===== src/core/bss_regs.svh =====
// Register map, field positions, reset values and gap counts of the buffered serial unit.
// Assumes byte-wide registers on a 16-bit address port; included by bare name.
`ifndef BSS_REGS_SVH
`define BSS_REGS_SVH

// ****************************************
// Address map
// ****************************************
`define BSS_BUF_BASE 16'hFF80
`define BSS_BUF_LAST 16'hFF9F
`define BSS_START_PTR_ADDR 16'hFFA0
`define BSS_END_PTR_ADDR 16'hFFA1
`define BSS_CTRL_ADDR 16'hFFA2
`define BSS_STATUS_ADDR 16'hFFA3

// ****************************************
// Field positions
// ****************************************
`define BSS_CTRL_DIR_BIT 4
`define BSS_CTRL_GAP_HI 3
`define BSS_CTRL_GAP_LO 2
`define BSS_CTRL_CLK_HI 1
`define BSS_CTRL_CLK_LO 0
`define BSS_STAT_FINAL_BIT 4
`define BSS_STAT_OVR_BIT 3
`define BSS_STAT_WT_BIT 2
`define BSS_STAT_GIT_BIT 1
`define BSS_STAT_BUSY_BIT 0

// ****************************************
// Reset and fixed values
// ****************************************
`define BSS_RESERVED_ONES 3'h7
`define BSS_RESET_VALUE 8'hE0
`define BSS_BUSY_READ 8'hFF
`define BSS_UNMAPPED_READ 8'h00

// ****************************************
// Clock selection codes and timing counts
// ****************************************
`define BSS_CLK_DIV2 2'h0
`define BSS_CLK_DIV4 2'h1
`define BSS_CLK_DIV8 2'h2
`define BSS_CLK_EXT 2'h3
`define BSS_HALF_DIV2 3'h1
`define BSS_HALF_DIV4 3'h2
`define BSS_HALF_DIV8 3'h4
`define BSS_GAP_HALVES_00 5'h00
`define BSS_GAP_HALVES_01 5'h02
`define BSS_GAP_HALVES_10 5'h04
`define BSS_GAP_HALVES_11 5'h10

`endif


===== src/core/bss_pkg.sv =====
// Types shared by the buffered serial unit.
// Assumes nothing beyond a SystemVerilog compiler.
package bss_pkg;

    // ****************************************
    // Transfer engine states
    // ****************************************
    typedef enum logic {
        BSS_IDLE,
        BSS_SHIFT
    } bss_state_t;

endpackage


===== src/core/bss_clk_gen.sv =====
// Internal serial clock generator: divides ref_clk by 2, 4 or 8.
// Assumes the caller raises hold only while the clock is high.
`timescale 1ns/100ps
`include "bss_regs.svh"

module bss_clk_gen
    import bss_pkg::*;
(
    // Clock and reset
    input wire logic ref_clk,
    input wire logic rst,
    // Control
    input wire logic run,
    input wire logic hold,
    input wire logic [1:0] div_sel,
    // Clock and phase events
    output logic sck_level,
    output logic half_tick,
    output logic fall_tick,
    output logic rise_tick
);

    logic [2:0] half_len;
    logic [2:0] cnt_q;
    logic level_q;

    always_comb
    begin
        case (div_sel)
            `BSS_CLK_DIV2: half_len = `BSS_HALF_DIV2;
            `BSS_CLK_DIV4: half_len = `BSS_HALF_DIV4;
            `BSS_CLK_DIV8: half_len = `BSS_HALF_DIV8;
            default: half_len = `BSS_HALF_DIV2;
        endcase
    end

    assign half_tick = run && (cnt_q == half_len - 3'h1);
    assign fall_tick = half_tick && level_q && !hold;
    assign rise_tick = half_tick && !level_q;
    assign sck_level = level_q;

    // Even high and low phases from one half-period counter
    always_ff @(posedge ref_clk)
    begin
        if (rst || !run || half_tick)
        begin
            cnt_q <= 3'h0;
        end
        else
        begin
            cnt_q <= cnt_q + 3'h1;
        end
    end

    // Idles high; a hold keeps the high phase running through a gap
    always_ff @(posedge ref_clk)
    begin
        if (rst || !run)
        begin
            level_q <= 1'b1;
        end
        else if (half_tick && !hold)
        begin
            level_q <= !level_q;
        end
    end

endmodule


===== src/core/bss_buffered_serial.sv =====
// Buffered synchronous serial unit: 32-byte buffer, pointer, control and status registers.
// Assumes a register master with one-cycle strobes and an outside pin mux resolving sck.
//
// Contract
// - 32-byte buffer, CPU access only when idle
// - Start pointer: 5-bit field, first byte
// - End pointer: 5-bit field, last byte
// - Bytes move start through end unattended
// - Equal pointers move exactly one byte
// - Upper three bits read one, ignore writes
// - Pointers and control reset to E0
// - Status resets E0, overrun may differ
// - Direction bit: zero receive, one transmit
// - Gap field stretches clock high phase
// - Gaps only with internal clock
// - Gap divisions every 8 or 16 bits
// - Clock select: divide 2/4/8 or external
// - Final bit captured and drives data out
// - Overrun on excess clocking
// - Status write clears overrun and waiting
// - Busy buffer access ignored, flags raised
// - Start bit starts, shows busy, aborts
// - Start above end wraps through top
// - LSB first, out on fall, in on rise
// - Gap interval zero 16 bits, one 8
//
// Implementation choices: the register addresses and the strobed register port.
`timescale 1ns/100ps
`include "bss_regs.svh"

module bss_buffered_serial
    import bss_pkg::*;
(
    // Clock and reset
    input wire logic ref_clk,
    input wire logic rst,
    // Register port
    input wire logic [15:0] reg_addr,
    input wire logic [7:0] reg_wdata,
    input wire logic reg_wr,
    input wire logic reg_rd,
    output logic [7:0] reg_rdata,
    // Serial clock pin
    input wire logic sck_in,
    output logic sck_out,
    output logic sck_oe_n,
    // Serial data and select pins
    input wire logic si_in,
    output logic so_out,
    output logic cs_n,
    // Request to the interrupt controller
    output logic serial_request_flag
);

    // ****************************************
    // Declarations
    // ****************************************
    localparam logic [15:0] BUF_BASE = `BSS_BUF_BASE;

    logic [7:0] buf_mem [0:31];
    logic [4:0] start_index_field_q;
    logic [4:0] end_index_field_q;
    logic dir_q;
    logic gap_length_high_q;
    logic gap_length_low_q;
    logic clock_select_high_q;
    logic clock_select_low_q;
    logic final_output_bit_q;
    logic overrun_flag_q;
    logic busy_access_flag_q;
    logic gap_interval_select_q;
    bss_state_t state_q;
    logic [4:0] idx_q;
    logic [3:0] bitcnt_q;
    logic [7:0] shreg_q;
    logic tx_bit_q;
    logic [4:0] gap_cnt_q;
    logic [7:0] rdata_q;
    logic req_q;

    logic [1:0] sync1_q;
    logic [1:0] sync2_q;
    logic [1:0] sync3_q;
    logic [1:0] filt_q;
    logic sck_prev_q;

    logic busy;
    logic ext_clk;
    logic [1:0] clk_sel;
    logic [1:0] gap_sel;
    logic buf_hit;
    logic wr_start_ptr;
    logic wr_end_ptr;
    logic wr_ctrl;
    logic wr_status;
    logic start_req;
    logic abort_req;
    logic gen_level;
    logic gen_half;
    logic gen_fall;
    logic gen_rise;
    logic ext_rise;
    logic ext_fall;
    logic sck_f;
    logic si_f;
    logic rise;
    logic fall;
    logic byte_end;
    logic last_byte;
    logic division;
    logic done;
    logic wt_set;
    logic ovr_set;
    logic [4:0] idx_next;
    logic [7:0] rx_byte;
    logic [4:0] gap_halves;
    logic [7:0] rd_val;

    // ****************************************
    // Decode
    // ****************************************
    assign busy = (state_q == BSS_SHIFT);
    assign clk_sel = {clock_select_high_q, clock_select_low_q};
    assign gap_sel = {gap_length_high_q, gap_length_low_q};
    assign ext_clk = (clk_sel == `BSS_CLK_EXT);
    assign buf_hit = (reg_addr[15:5] == BUF_BASE[15:5]);
    assign wr_start_ptr = reg_wr && (reg_addr == `BSS_START_PTR_ADDR);
    assign wr_end_ptr = reg_wr && (reg_addr == `BSS_END_PTR_ADDR);
    assign wr_ctrl = reg_wr && (reg_addr == `BSS_CTRL_ADDR);
    assign wr_status = reg_wr && (reg_addr == `BSS_STATUS_ADDR);
    assign start_req = wr_status && reg_wdata[`BSS_STAT_BUSY_BIT] && !busy;
    assign abort_req = wr_status && !reg_wdata[`BSS_STAT_BUSY_BIT] && busy;

    // ****************************************
    // Pin input synchronisers
    // ****************************************
    // Level moves once stages two and three agree
    genvar gi;
    generate
        for (gi = 0; gi < 2; gi = gi + 1)
        begin : g_sync
            always_ff @(posedge ref_clk)
            begin
                if (rst)
                begin
                    sync1_q[gi] <= 1'b1;
                    sync2_q[gi] <= 1'b1;
                    sync3_q[gi] <= 1'b1;
                    filt_q[gi] <= 1'b1;
                end
                else
                begin
                    sync1_q[gi] <= (gi == 0) ? sck_in : si_in;
                    sync2_q[gi] <= sync1_q[gi];
                    sync3_q[gi] <= sync2_q[gi];
                    if (sync2_q[gi] == sync3_q[gi])
                    begin
                        filt_q[gi] <= sync3_q[gi];
                    end
                end
            end
        end
    endgenerate

    assign sck_f = filt_q[0];
    assign si_f = filt_q[1];

    always_ff @(posedge ref_clk)
    begin
        if (rst)
        begin
            sck_prev_q <= 1'b1;
        end
        else
        begin
            sck_prev_q <= sck_f;
        end
    end

    assign ext_rise = sck_f && !sck_prev_q;
    assign ext_fall = !sck_f && sck_prev_q;

    // ****************************************
    // Serial clock source
    // ****************************************
    bss_clk_gen u_clk_gen (
        .ref_clk(ref_clk),
        .rst(rst),
        .run(busy && !ext_clk),
        .hold(gap_cnt_q != 5'h00),
        .div_sel(clk_sel),
        .sck_level(gen_level),
        .half_tick(gen_half),
        .fall_tick(gen_fall),
        .rise_tick(gen_rise)
    );

    assign rise = busy && (ext_clk ? ext_rise : gen_rise);
    assign fall = busy && (ext_clk ? ext_fall : gen_fall);
    assign byte_end = rise && (bitcnt_q[2:0] == 3'h7);
    assign last_byte = (idx_q == end_index_field_q);
    assign done = byte_end && last_byte;
    assign idx_next = idx_q + 5'h01;
    assign rx_byte = {si_f, shreg_q[7:1]};
    // Division at each byte, or every other byte when the interval bit is zero
    assign division = gap_interval_select_q || bitcnt_q[3];

    always_comb
    begin
        case (gap_sel)
            2'h0: gap_halves = `BSS_GAP_HALVES_00;
            2'h1: gap_halves = `BSS_GAP_HALVES_01;
            2'h2: gap_halves = `BSS_GAP_HALVES_10;
            default: gap_halves = `BSS_GAP_HALVES_11;
        endcase
    end

    // ****************************************
    // Transfer state
    // ****************************************
    always_ff @(posedge ref_clk)
    begin
        if (rst)
        begin
            state_q <= BSS_IDLE;
        end
        else
        begin
            case (state_q)
                BSS_IDLE:
                begin
                    if (start_req)
                    begin
                        state_q <= BSS_SHIFT;
                    end
                end
                BSS_SHIFT:
                begin
                    if (abort_req || done)
                    begin
                        state_q <= BSS_IDLE;
                    end
                end
                default:
                begin
                    state_q <= BSS_IDLE;
                end
            endcase
        end
    end

    // ****************************************
    // Shift engine
    // ****************************************
    always_ff @(posedge ref_clk)
    begin
        if (rst)
        begin
            idx_q <= 5'h00;
            bitcnt_q <= 4'h0;
            shreg_q <= 8'h00;
            tx_bit_q <= 1'b0;
        end
        else if (start_req)
        begin
            idx_q <= start_index_field_q;
            bitcnt_q <= 4'h0;
            shreg_q <= buf_mem[start_index_field_q];
            tx_bit_q <= final_output_bit_q;
        end
        else if (busy)
        begin
            if (fall)
            begin
                tx_bit_q <= shreg_q[0];
            end
            if (rise)
            begin
                bitcnt_q <= bitcnt_q + 4'h1;
                if (byte_end)
                begin
                    idx_q <= idx_next;
                    shreg_q <= buf_mem[idx_next];
                end
                else
                begin
                    shreg_q <= rx_byte;
                end
            end
        end
    end

    // Gap counter in half periods, only for the internal clock
    always_ff @(posedge ref_clk)
    begin
        if (rst || !busy)
        begin
            gap_cnt_q <= 5'h00;
        end
        else if (byte_end && division && !last_byte && !ext_clk)
        begin
            gap_cnt_q <= gap_halves;
        end
        else if (gap_cnt_q != 5'h00 && gen_half)
        begin
            gap_cnt_q <= gap_cnt_q - 5'h01;
        end
    end

    // ****************************************
    // Data buffer
    // ****************************************
    // No reset: contents are undefined until written
    always_ff @(posedge ref_clk)
    begin
        if (reg_wr && buf_hit && !busy)
        begin
            buf_mem[reg_addr[4:0]] <= reg_wdata;
        end
        else if (byte_end && !dir_q)
        begin
            buf_mem[idx_q] <= rx_byte;
        end
    end

    // ****************************************
    // Pointer and control registers
    // ****************************************
    always_ff @(posedge ref_clk)
    begin
        if (rst)
        begin
            start_index_field_q <= 5'h00;
            end_index_field_q <= 5'h00;
        end
        else
        begin
            if (wr_start_ptr)
            begin
                start_index_field_q <= reg_wdata[4:0];
            end
            if (wr_end_ptr)
            begin
                end_index_field_q <= reg_wdata[4:0];
            end
        end
    end

    always_ff @(posedge ref_clk)
    begin
        if (rst)
        begin
            dir_q <= 1'b0;
            gap_length_high_q <= 1'b0;
            gap_length_low_q <= 1'b0;
            clock_select_high_q <= 1'b0;
            clock_select_low_q <= 1'b0;
        end
        else if (wr_ctrl)
        begin
            dir_q <= reg_wdata[`BSS_CTRL_DIR_BIT];
            gap_length_high_q <= reg_wdata[`BSS_CTRL_GAP_HI];
            gap_length_low_q <= reg_wdata[`BSS_CTRL_GAP_LO];
            clock_select_high_q <= reg_wdata[`BSS_CTRL_CLK_HI];
            clock_select_low_q <= reg_wdata[`BSS_CTRL_CLK_LO];
        end
    end

    // ****************************************
    // Status register
    // ****************************************
    always_ff @(posedge ref_clk)
    begin
        if (rst)
        begin
            final_output_bit_q <= 1'b0;
            gap_interval_select_q <= 1'b0;
        end
        else if (wr_status)
        begin
            final_output_bit_q <= reg_wdata[`BSS_STAT_FINAL_BIT];
            gap_interval_select_q <= reg_wdata[`BSS_STAT_GIT_BIT];
        end
        else if (done && dir_q)
        begin
            final_output_bit_q <= tx_bit_q;
        end
    end

    // Peer clocking an idle external-clock unit means data beyond the area
    assign ovr_set = ext_clk && !busy && ext_rise;
    assign wt_set = busy && buf_hit && (reg_wr || reg_rd);

    // A set in the same cycle as the clearing write wins
    always_ff @(posedge ref_clk)
    begin
        if (rst)
        begin
            overrun_flag_q <= 1'b0;
            busy_access_flag_q <= 1'b0;
        end
        else
        begin
            if (ovr_set)
            begin
                overrun_flag_q <= 1'b1;
            end
            else if (wr_status)
            begin
                overrun_flag_q <= 1'b0;
            end
            if (wt_set)
            begin
                busy_access_flag_q <= 1'b1;
            end
            else if (wr_status)
            begin
                busy_access_flag_q <= 1'b0;
            end
        end
    end

    // ****************************************
    // Read port and request
    // ****************************************
    always_comb
    begin
        rd_val = `BSS_UNMAPPED_READ;
        if (buf_hit)
        begin
            rd_val = busy ? `BSS_BUSY_READ : buf_mem[reg_addr[4:0]];
        end
        else
        begin
            case (reg_addr)
                `BSS_START_PTR_ADDR: rd_val = {`BSS_RESERVED_ONES, start_index_field_q};
                `BSS_END_PTR_ADDR: rd_val = {`BSS_RESERVED_ONES, end_index_field_q};
                `BSS_CTRL_ADDR: rd_val = {`BSS_RESERVED_ONES, dir_q, gap_sel, clk_sel};
                `BSS_STATUS_ADDR: rd_val = {`BSS_RESERVED_ONES, final_output_bit_q, overrun_flag_q,
                    busy_access_flag_q, gap_interval_select_q, busy};
                default: rd_val = `BSS_UNMAPPED_READ;
            endcase
        end
    end

    always_ff @(posedge ref_clk)
    begin
        if (rst)
        begin
            rdata_q <= 8'h00;
            req_q <= 1'b0;
        end
        else
        begin
            rdata_q <= reg_rd ? rd_val : 8'h00;
            req_q <= done || wt_set;
        end
    end

    // ****************************************
    // Outputs
    // ****************************************
    assign reg_rdata = rdata_q;
    assign serial_request_flag = req_q;
    assign sck_out = gen_level;
    assign sck_oe_n = ext_clk;
    assign so_out = (busy && dir_q) ? tx_bit_q : final_output_bit_q;
    // Select only drives for internal-clock transmit, held low through gaps
    assign cs_n = !(busy && dir_q && !ext_clk);

endmodule


===== config.mk =====
export PLATFORM = sky130hd
export DESIGN_NAME = bss_buffered_serial
export DESIGN_NICKNAME = d
export VERILOG_FILES = /design/src/core/bss_pkg.sv /design/src/core/bss_clk_gen.sv /design/src/core/bss_buffered_serial.sv
export VERILOG_INCLUDE_DIRS = /design/src /design/src/core
export SDC_FILE = /design/constraint.sdc
export NUM_CORES = 1
export LEC_CHECK = 0
export BUFFER_PORTS_ARGS = -buffer_cell sky130_fd_sc_hd__buf_2
export CORE_MARGIN = 5
export CORE_UTILIZATION = 30
export CTS_BUF_LIST = sky130_fd_sc_hd__clkbuf_16
export CTS_CLUSTER_DIAMETER = 30
export DETAILED_ROUTE_END_ITERATION = 6
export PLACE_DENSITY = 0.55
export SLEW_MARGIN = 20
export SYNTH_ARGS = -nofsm -noshare
export SYNTH_HDL_FRONTEND = slang
export SYNTH_SLANG_ARGS = --single-unit

===== constraint.sdc =====
create_clock -name ref_clk -period 5.47 [get_ports ref_clk]
set_input_delay 1.094 -clock ref_clk [delete_from_list [all_inputs] [get_ports ref_clk]]
set_output_delay 1.094 -clock ref_clk [all_outputs]
set_load 0.01 [all_outputs]

; Word level (Yosys, flattened, before mapping)
; Memories as Yosys holds them, arrays and structs flattened. A register that Yosys moved wholly into a read port is not among the register bits.
; Index checks and enable logic that the tools add are counted.
[totals]
mem_count = 1
ram_bits = 256
word_cells = 161
register_bits = 65
out_inout_bits = 13
[op_classes]
eq_ne = 15
mux = 39
n_addsub = 5
bitwise = 2
reduce_logical = 69
[memory_table]
columns = memory, words, width, read_ports, rd_clocked_by_memory_dff, write_ports, line
row1 = buf_mem, 32, 8, 3, 1, 1, bss_buffered_serial.sv:60  ; logic [7:0] buf_mem [0:31];
[ops]
columns = op, n
row1 = 16-bit == test (second input constant), 4
row2 = 8-bit two-way mux, 7
row3 = 5-bit two-way mux, 9
row4 = 1-bit logical AND, 34
row5 = 8-bit case mux with 4 select lines, 1
row6 = 1-bit two-way mux, 19
row7 = 2-bit nonzero test, 8
row8 = 5-bit case mux with 3 select lines, 1
row9 = 11-bit == test (second input constant), 1
row10 = 1-bit zero test, 11
row11 = 8-bit OR reduction, 1
row12 = 1-bit logical OR, 7
row13 = 2-bit == test (second input constant), 3
row14 = 3-bit case mux with 2 select lines, 1
row15 = 2-bit AND reduction, 3
row16 = 5-bit by 1-bit adder with 5-bit output (second input constant), 1
row17 = 5-bit == test, 1
row18 = 5-bit nonzero test, 1
row19 = 5-bit by 1-bit subtractor with 5-bit output (second input constant), 1
row20 = 4-bit by 1-bit adder with 4-bit output (second input constant), 1
row21 = 2-bit by 1-bit == test with 1-bit output (second input constant), 2
row22 = 2-bit OR reduction, 2
row23 = 3-bit by 1-bit adder with 3-bit output (second input constant), 1
row24 = 3-bit == test, 1
row25 = 7 further kinds, 9

; Depth between registers and ports, before layout
[logic_depth]
word_depth = 15
ltp_mapped = 10
mapped_depth_nobuf = 8

; Modules after synthesis
; A second synthesis with hierarchy kept.
[hier_totals]
cells_unflattened = 1205
area_unflattened_um2 = 17404.2
[modules_own_cells]
columns = mod, area_each_um2, n_inst, seq_area_each_um2, cells_each
row1 = bss_buffered_serial, 17127.7, 1, 9008.6, 1177
row2 = bss_clk_gen, 276.5, 1, 80.1, 28

; Least setup slack after synthesis
; Ideal clock, no wire load.
[synth_timing]
path_type = register to register
startpoint = register clock_select_high_q
endpoint = memory buf_mem[0][2] (data pin)
arrival_time_ns = 2.962
path_stages_with_launch = 9
slack_ns = 2.054
n_path_buf = 1
period_less_slack_ns = 3.416
path_cell_list = dfxtp_1 > inv_1 > ha_1 > xor2_1 > nand3_1 > o21a_1 > or2_2 > clkbuf_1 > o21ai_0
[synth_between]
elab_chain_cells = 15
word_cells_on_any_way = 19
[synth_lines]
columns = item, line
row1 = start: declaration, bss_buffered_serial.sv:66  ; logic clock_select_high_q;
row2 = start signal: assignment, bss_buffered_serial.sv:364  ; clock_select_high_q <= reg_wdata[`BSS_CTRL_CLK_HI];
row3 = 2-bit == test or 2-bit by 1-bit == test with 1-bit output (tied branches), bss_clk_gen.sv:29  ; case (div_sel)
row4 = 3-bit case mux with 2 select lines, bss_clk_gen.sv:29
row5 = 3-bit by 1-bit subtractor with 3-bit output, bss_clk_gen.sv:37  ; assign half_tick = run && (cnt_q == half_len - 3'h1);
row6 = 3-bit == test, bss_clk_gen.sv:37
row7 = 1-bit logical AND, bss_clk_gen.sv:37
row8 = 1-bit logical AND, bss_clk_gen.sv:39  ; assign rise_tick = half_tick && !level_q;
row9 = 1-bit two-way mux *, bss_buffered_serial.sv:198  ; assign rise = busy && (ext_clk ? ext_rise : gen_rise);
row10 = 1-bit logical AND *, bss_buffered_serial.sv:198
row11 = 1-bit logical AND *, bss_buffered_serial.sv:200  ; assign byte_end = rise && (bitcnt_q[2:0] == 3'h7);
row12 = 1-bit logical AND *, bss_buffered_serial.sv:320  ; else if (byte_end && !dir_q)
row13 = 1-bit two-way mux *, bss_buffered_serial.sv:320
row14 = 1-bit two-way mux *, bss_buffered_serial.sv:316  ; if (reg_wr && buf_hit && !busy)
row15 = 1-bit two-way mux (implied by the code) *, bss_buffered_serial.sv:322  ; buf_mem[idx_q] <= rx_byte;
row16 = 8-bit OR reduction (no source line) *, -
row17 = 8-bit two-way mux (no source line) *, -
row18 = end: declaration, bss_buffered_serial.sv:60
; Every way passes the cells marked *; elsewhere a longest branch is shown, timed or not.

; Worst setup path in the final report
[layout_timing]
startpoint = register state_q (netlist: busy)
endpoint = memory buf_mem[8][4], enable pin
[layout_between]
elab_chain_cells = 12
word_cells_on_any_way = 17
[layout_lines]
columns = item, line
row1 = start: declaration, bss_buffered_serial.sv:72  ; bss_state_t state_q;
row2 = start signal: assignment, bss_buffered_serial.sv:225  ; state_q <= BSS_IDLE;
row3 = start signal: assignment, bss_buffered_serial.sv:234  ; state_q <= BSS_SHIFT;
row4 = start signal: assignment, bss_buffered_serial.sv:241  ; state_q <= BSS_IDLE;
row5 = 1-bit logical AND, bss_buffered_serial.sv:189  ; .run(busy && !ext_clk),
row6 = 1-bit logical AND, bss_clk_gen.sv:37
row7 = 1-bit logical AND, bss_clk_gen.sv:39
row8 = 1-bit two-way mux, bss_buffered_serial.sv:198
row9 = 1-bit logical AND, bss_buffered_serial.sv:198
row10 = 1-bit logical AND, bss_buffered_serial.sv:200
row11 = 1-bit logical AND, bss_buffered_serial.sv:320
row12 = 1-bit two-way mux, bss_buffered_serial.sv:320
row13 = 1-bit two-way mux, bss_buffered_serial.sv:316
row14 = 1-bit two-way mux (implied by the code), bss_buffered_serial.sv:322
row15 = 8-bit OR reduction (no source line), -
row16 = 5-bit two-way mux (no source line) or 1-bit two-way mux (tied branches), -
; Several ways; a longest one is shown, not always the timed one.

==> flow_metrics.tcl <==
set metrics [dict create \
    cts_root_buffer "clkbuf_16" \
    p_total_mw 7.381 \
    syn_inst 1120 \
    post_synth_num_cell_types 63 \
    layout_min_cycle_time_ps 3908 \
    slew_headroom_pct 24.98 \
    final_area_um2 21240 \
    min_to "sync2_q[0]$_SDFF_PP1_" \
    syn_avg_cell_area_um2 15.63 \
    cp.arrival_ps 4110 \
    antenna_found_initial 1 \
    fmax_ghz 0.2559 \
    post-route-util_pct 36.82 \
    synth-main-ff-cell "edfxtp_1" \
    reg2reg_to "buf_mem[8][4]$_DFFE_PP_" \
    start_util_pct 30.33 \
    yosysTopAreaCellShare_pct 43.93 \
    worst_pin_slew_ps 1121 \
    synth_edf_count 256 \
    clk-insertion-delay-late_ps 610 \
    hold_buffers 0 \
    fp.dieH_um 251.5 \
    hold_viol_final 0 \
    finalSetupViolations 0 \
    totalNegativeSetupSlack_ps 0 \
    min_path_type "reg2reg" \
    post-cts-setup-buffers 0 \
    rr_worst_depth 6 \
    ant_nets 0 \
    drt-initial-drc-count 1328 \
    cts_tree "done" \
    skew_ps 22.84 \
    via_per_inst 5.856 \
    p_leak_nw 6.841 \
    yosysMostFrequentCell "edfxtp_1" \
    grt_start_max_net_pins 66 \
    port_buffers 42 \
    crit_fanout 22 \
    routedWlPerCell_um 28.33 \
    grt_pass1_vias 12040 \
    timing.max_cap.violations 0 \
    p_per_area_nw_per_um2 347.4 \
    gr-total-overflow 0 \
    ios 43 \
    endpoint_kind "register" \
    clkSlewWorstSetupHoldPaths_ps 50 \
    drc 0 \
    yosys-top-cells-count "256 x edfxtp_1, 216 x mux4_2, 90 x nor2_1, 70 x dfxtp_1, 50 x nand2_1" \
    cts_buffers 72 \
    r2r_setup_slack_ps 1560 \
    postSynth.asyncResetShare_pct 0 \
    yosysTopAreaCell "edfxtp_1" \
    grt_pass1_wl_um 84080 \
    drt_wl_total_um 57090 \
    rsz0062_at_grt "no" \
    core-area_um2 57700 \
    place_area_um2 18690 \
    slew_viol_final 0 \
    crit_required_ps 5670 \
    htree_levels 3 \
    yosysWarnings 0 \
    die_area_um2 63260 \
    nNetsFinal 1230 \
    clkSinkCount 326 \
    cts_buffer_depth 3 \
    ys_seq_elements 326 \
    num_vias 11800 \
    drt_pre_antenna_iters 5 \
    dp_hpwl_um 37940 \
    gp_congestion 0.8749 \
    diodes 0 \
    num_rows 88 \
    area_delta_synth_final_pct 21.39 \
    min_path_cells 1 \
    post_synth_instance_area_um2 17500 \
    synthesis.nets 1160 \
    outcome "complete, no violations" \
    synthTopCellsByArea "edfxtp_1 44%, mux4_2 28%, dfxtp_1 8.0%" \
    timing.final.crit_share_pct 71.45 \
    rr_startpoint "busy$_SDFF_PP0_" \
    postCtsResizedCells 0 \
    min_from "sync1_q[0]$_SDFF_PP1_" \
    max-vdd-ir-drop_v 0.0002061 \
    ys_seq_area_share_pct 51.93 \
    cp-start-kind "register" \
    criticalPathCategory "reg2reg" \
    grt.total_usage_pct 17.81 \
    die_w_um 251.5 \
    drive_above_1_share_pct 36.72 \
]
[kinds of logic (layout without fill, tap and decap cells)]
logic type / after synthesis / in the layout / synth area share, %
xor+xnor: 19 / 19 / 0.9509
flops: 326 / 326 / 51.93
fa+ha+maj: 10 / 10 / 0.7149
mux: 271 / 271 / 31.01
buf+inv: 107 / 237 / 2.895
compound gates: 144 / 144 / 5.605
simple gates: 243 / 243 / 6.892
[layout make-up]
type	count	area (um^2)
clock buffer	73	1827
multi-input combinational	687	7991
sequential	326	9100
fill	5361	36450
inverter	16	60.06
timing repair buffer	87	605.6
tap	765	957.2
clock inverter	61	703.2
[layer usage]
layer	up-vias	GRT usage, %	share of wire [%]
li1	4828	-	-
met3	125	4.690	9.7
met2	704	28.11	47
met4	2	7.859	4.1
met5	-	0	0.016
met1	6141	23.27	39
[where the power goes]
part,leakage (nW),total (mW),switching [mW],internal (mW)
Clock,1.24,4.48,1.43,3.05
Combinational,2.73,0.221,0.139,0.0819
Sequential,2.87,2.68,0.000816,2.68
Total,6.84,7.38,1.57,5.81
[stage by stage]
step           std cells  setup slack (ps)  hold WS, ps
2_1_floorplan       1120              2054        389.5
3_3_place_gp        1879              1181        404.6
3_5_place_dp        1880              1552        400.9
4_1_cts             2014              1596        416.4
5_1_grt             2015              1334        448.4
6_report            2015              1562        410.6
[critical path, stage by stage (launching register included)]
cell and delay [ps]:
dfxtp_1 830, and2b_1 280, nand3_1 100, o21a_1 460
nor2_1 680, a32oi_1 240, nor2_1 910
[registers in the layout, summed over array words and instances, names as in the netlist, 4 cells and up, named ones only]
name                 cells
buf_mem                256
reg_rdata                8
shreg_q                  8
end_index_field_q        5
gap_cnt_q                5
idx_q                    5
start_index_field_q      5
bitcnt_q                 4
[worst max-delay path by stage]
stage                     cells after the start  slack [ps]                        startpoint                  endpoint
after detailed placement                      7        1550                       reg_addr[4]     idx_q[3]$_SDFFE_PP0P_
after floorplan                               8        2050  clock_select_high_q$_SDFFE_PP0P_   buf_mem[0][2]$_DFFE_PP_
after global placement                        6        1180                   busy$_SDFF_PP0_  buf_mem[31][0]$_DFFE_PP_
final                                         6        1560                   busy$_SDFF_PP0_   buf_mem[8][4]$_DFFE_PP_
after global routing                          6        1330                   busy$_SDFF_PP0_   buf_mem[8][6]$_DFFE_PP_
after CTS                                     6        1600                   busy$_SDFF_PP0_   buf_mem[8][7]$_DFFE_PP_
[layout by cell type, fill, tap and decap left out, drive strengths merged, types with 13 or more instances in the layout]
master and n:
inv 32, mux4 216, bufinv 13, dfxtp 70, a22oi 28, mux2i 46
buf 87, nor2 91, clkinv 22, edfxtp 256, nand2 50, a21oi 32
clkbuf 73, o21ai 14, nand3 14
(Power assumes the default switching activity.)
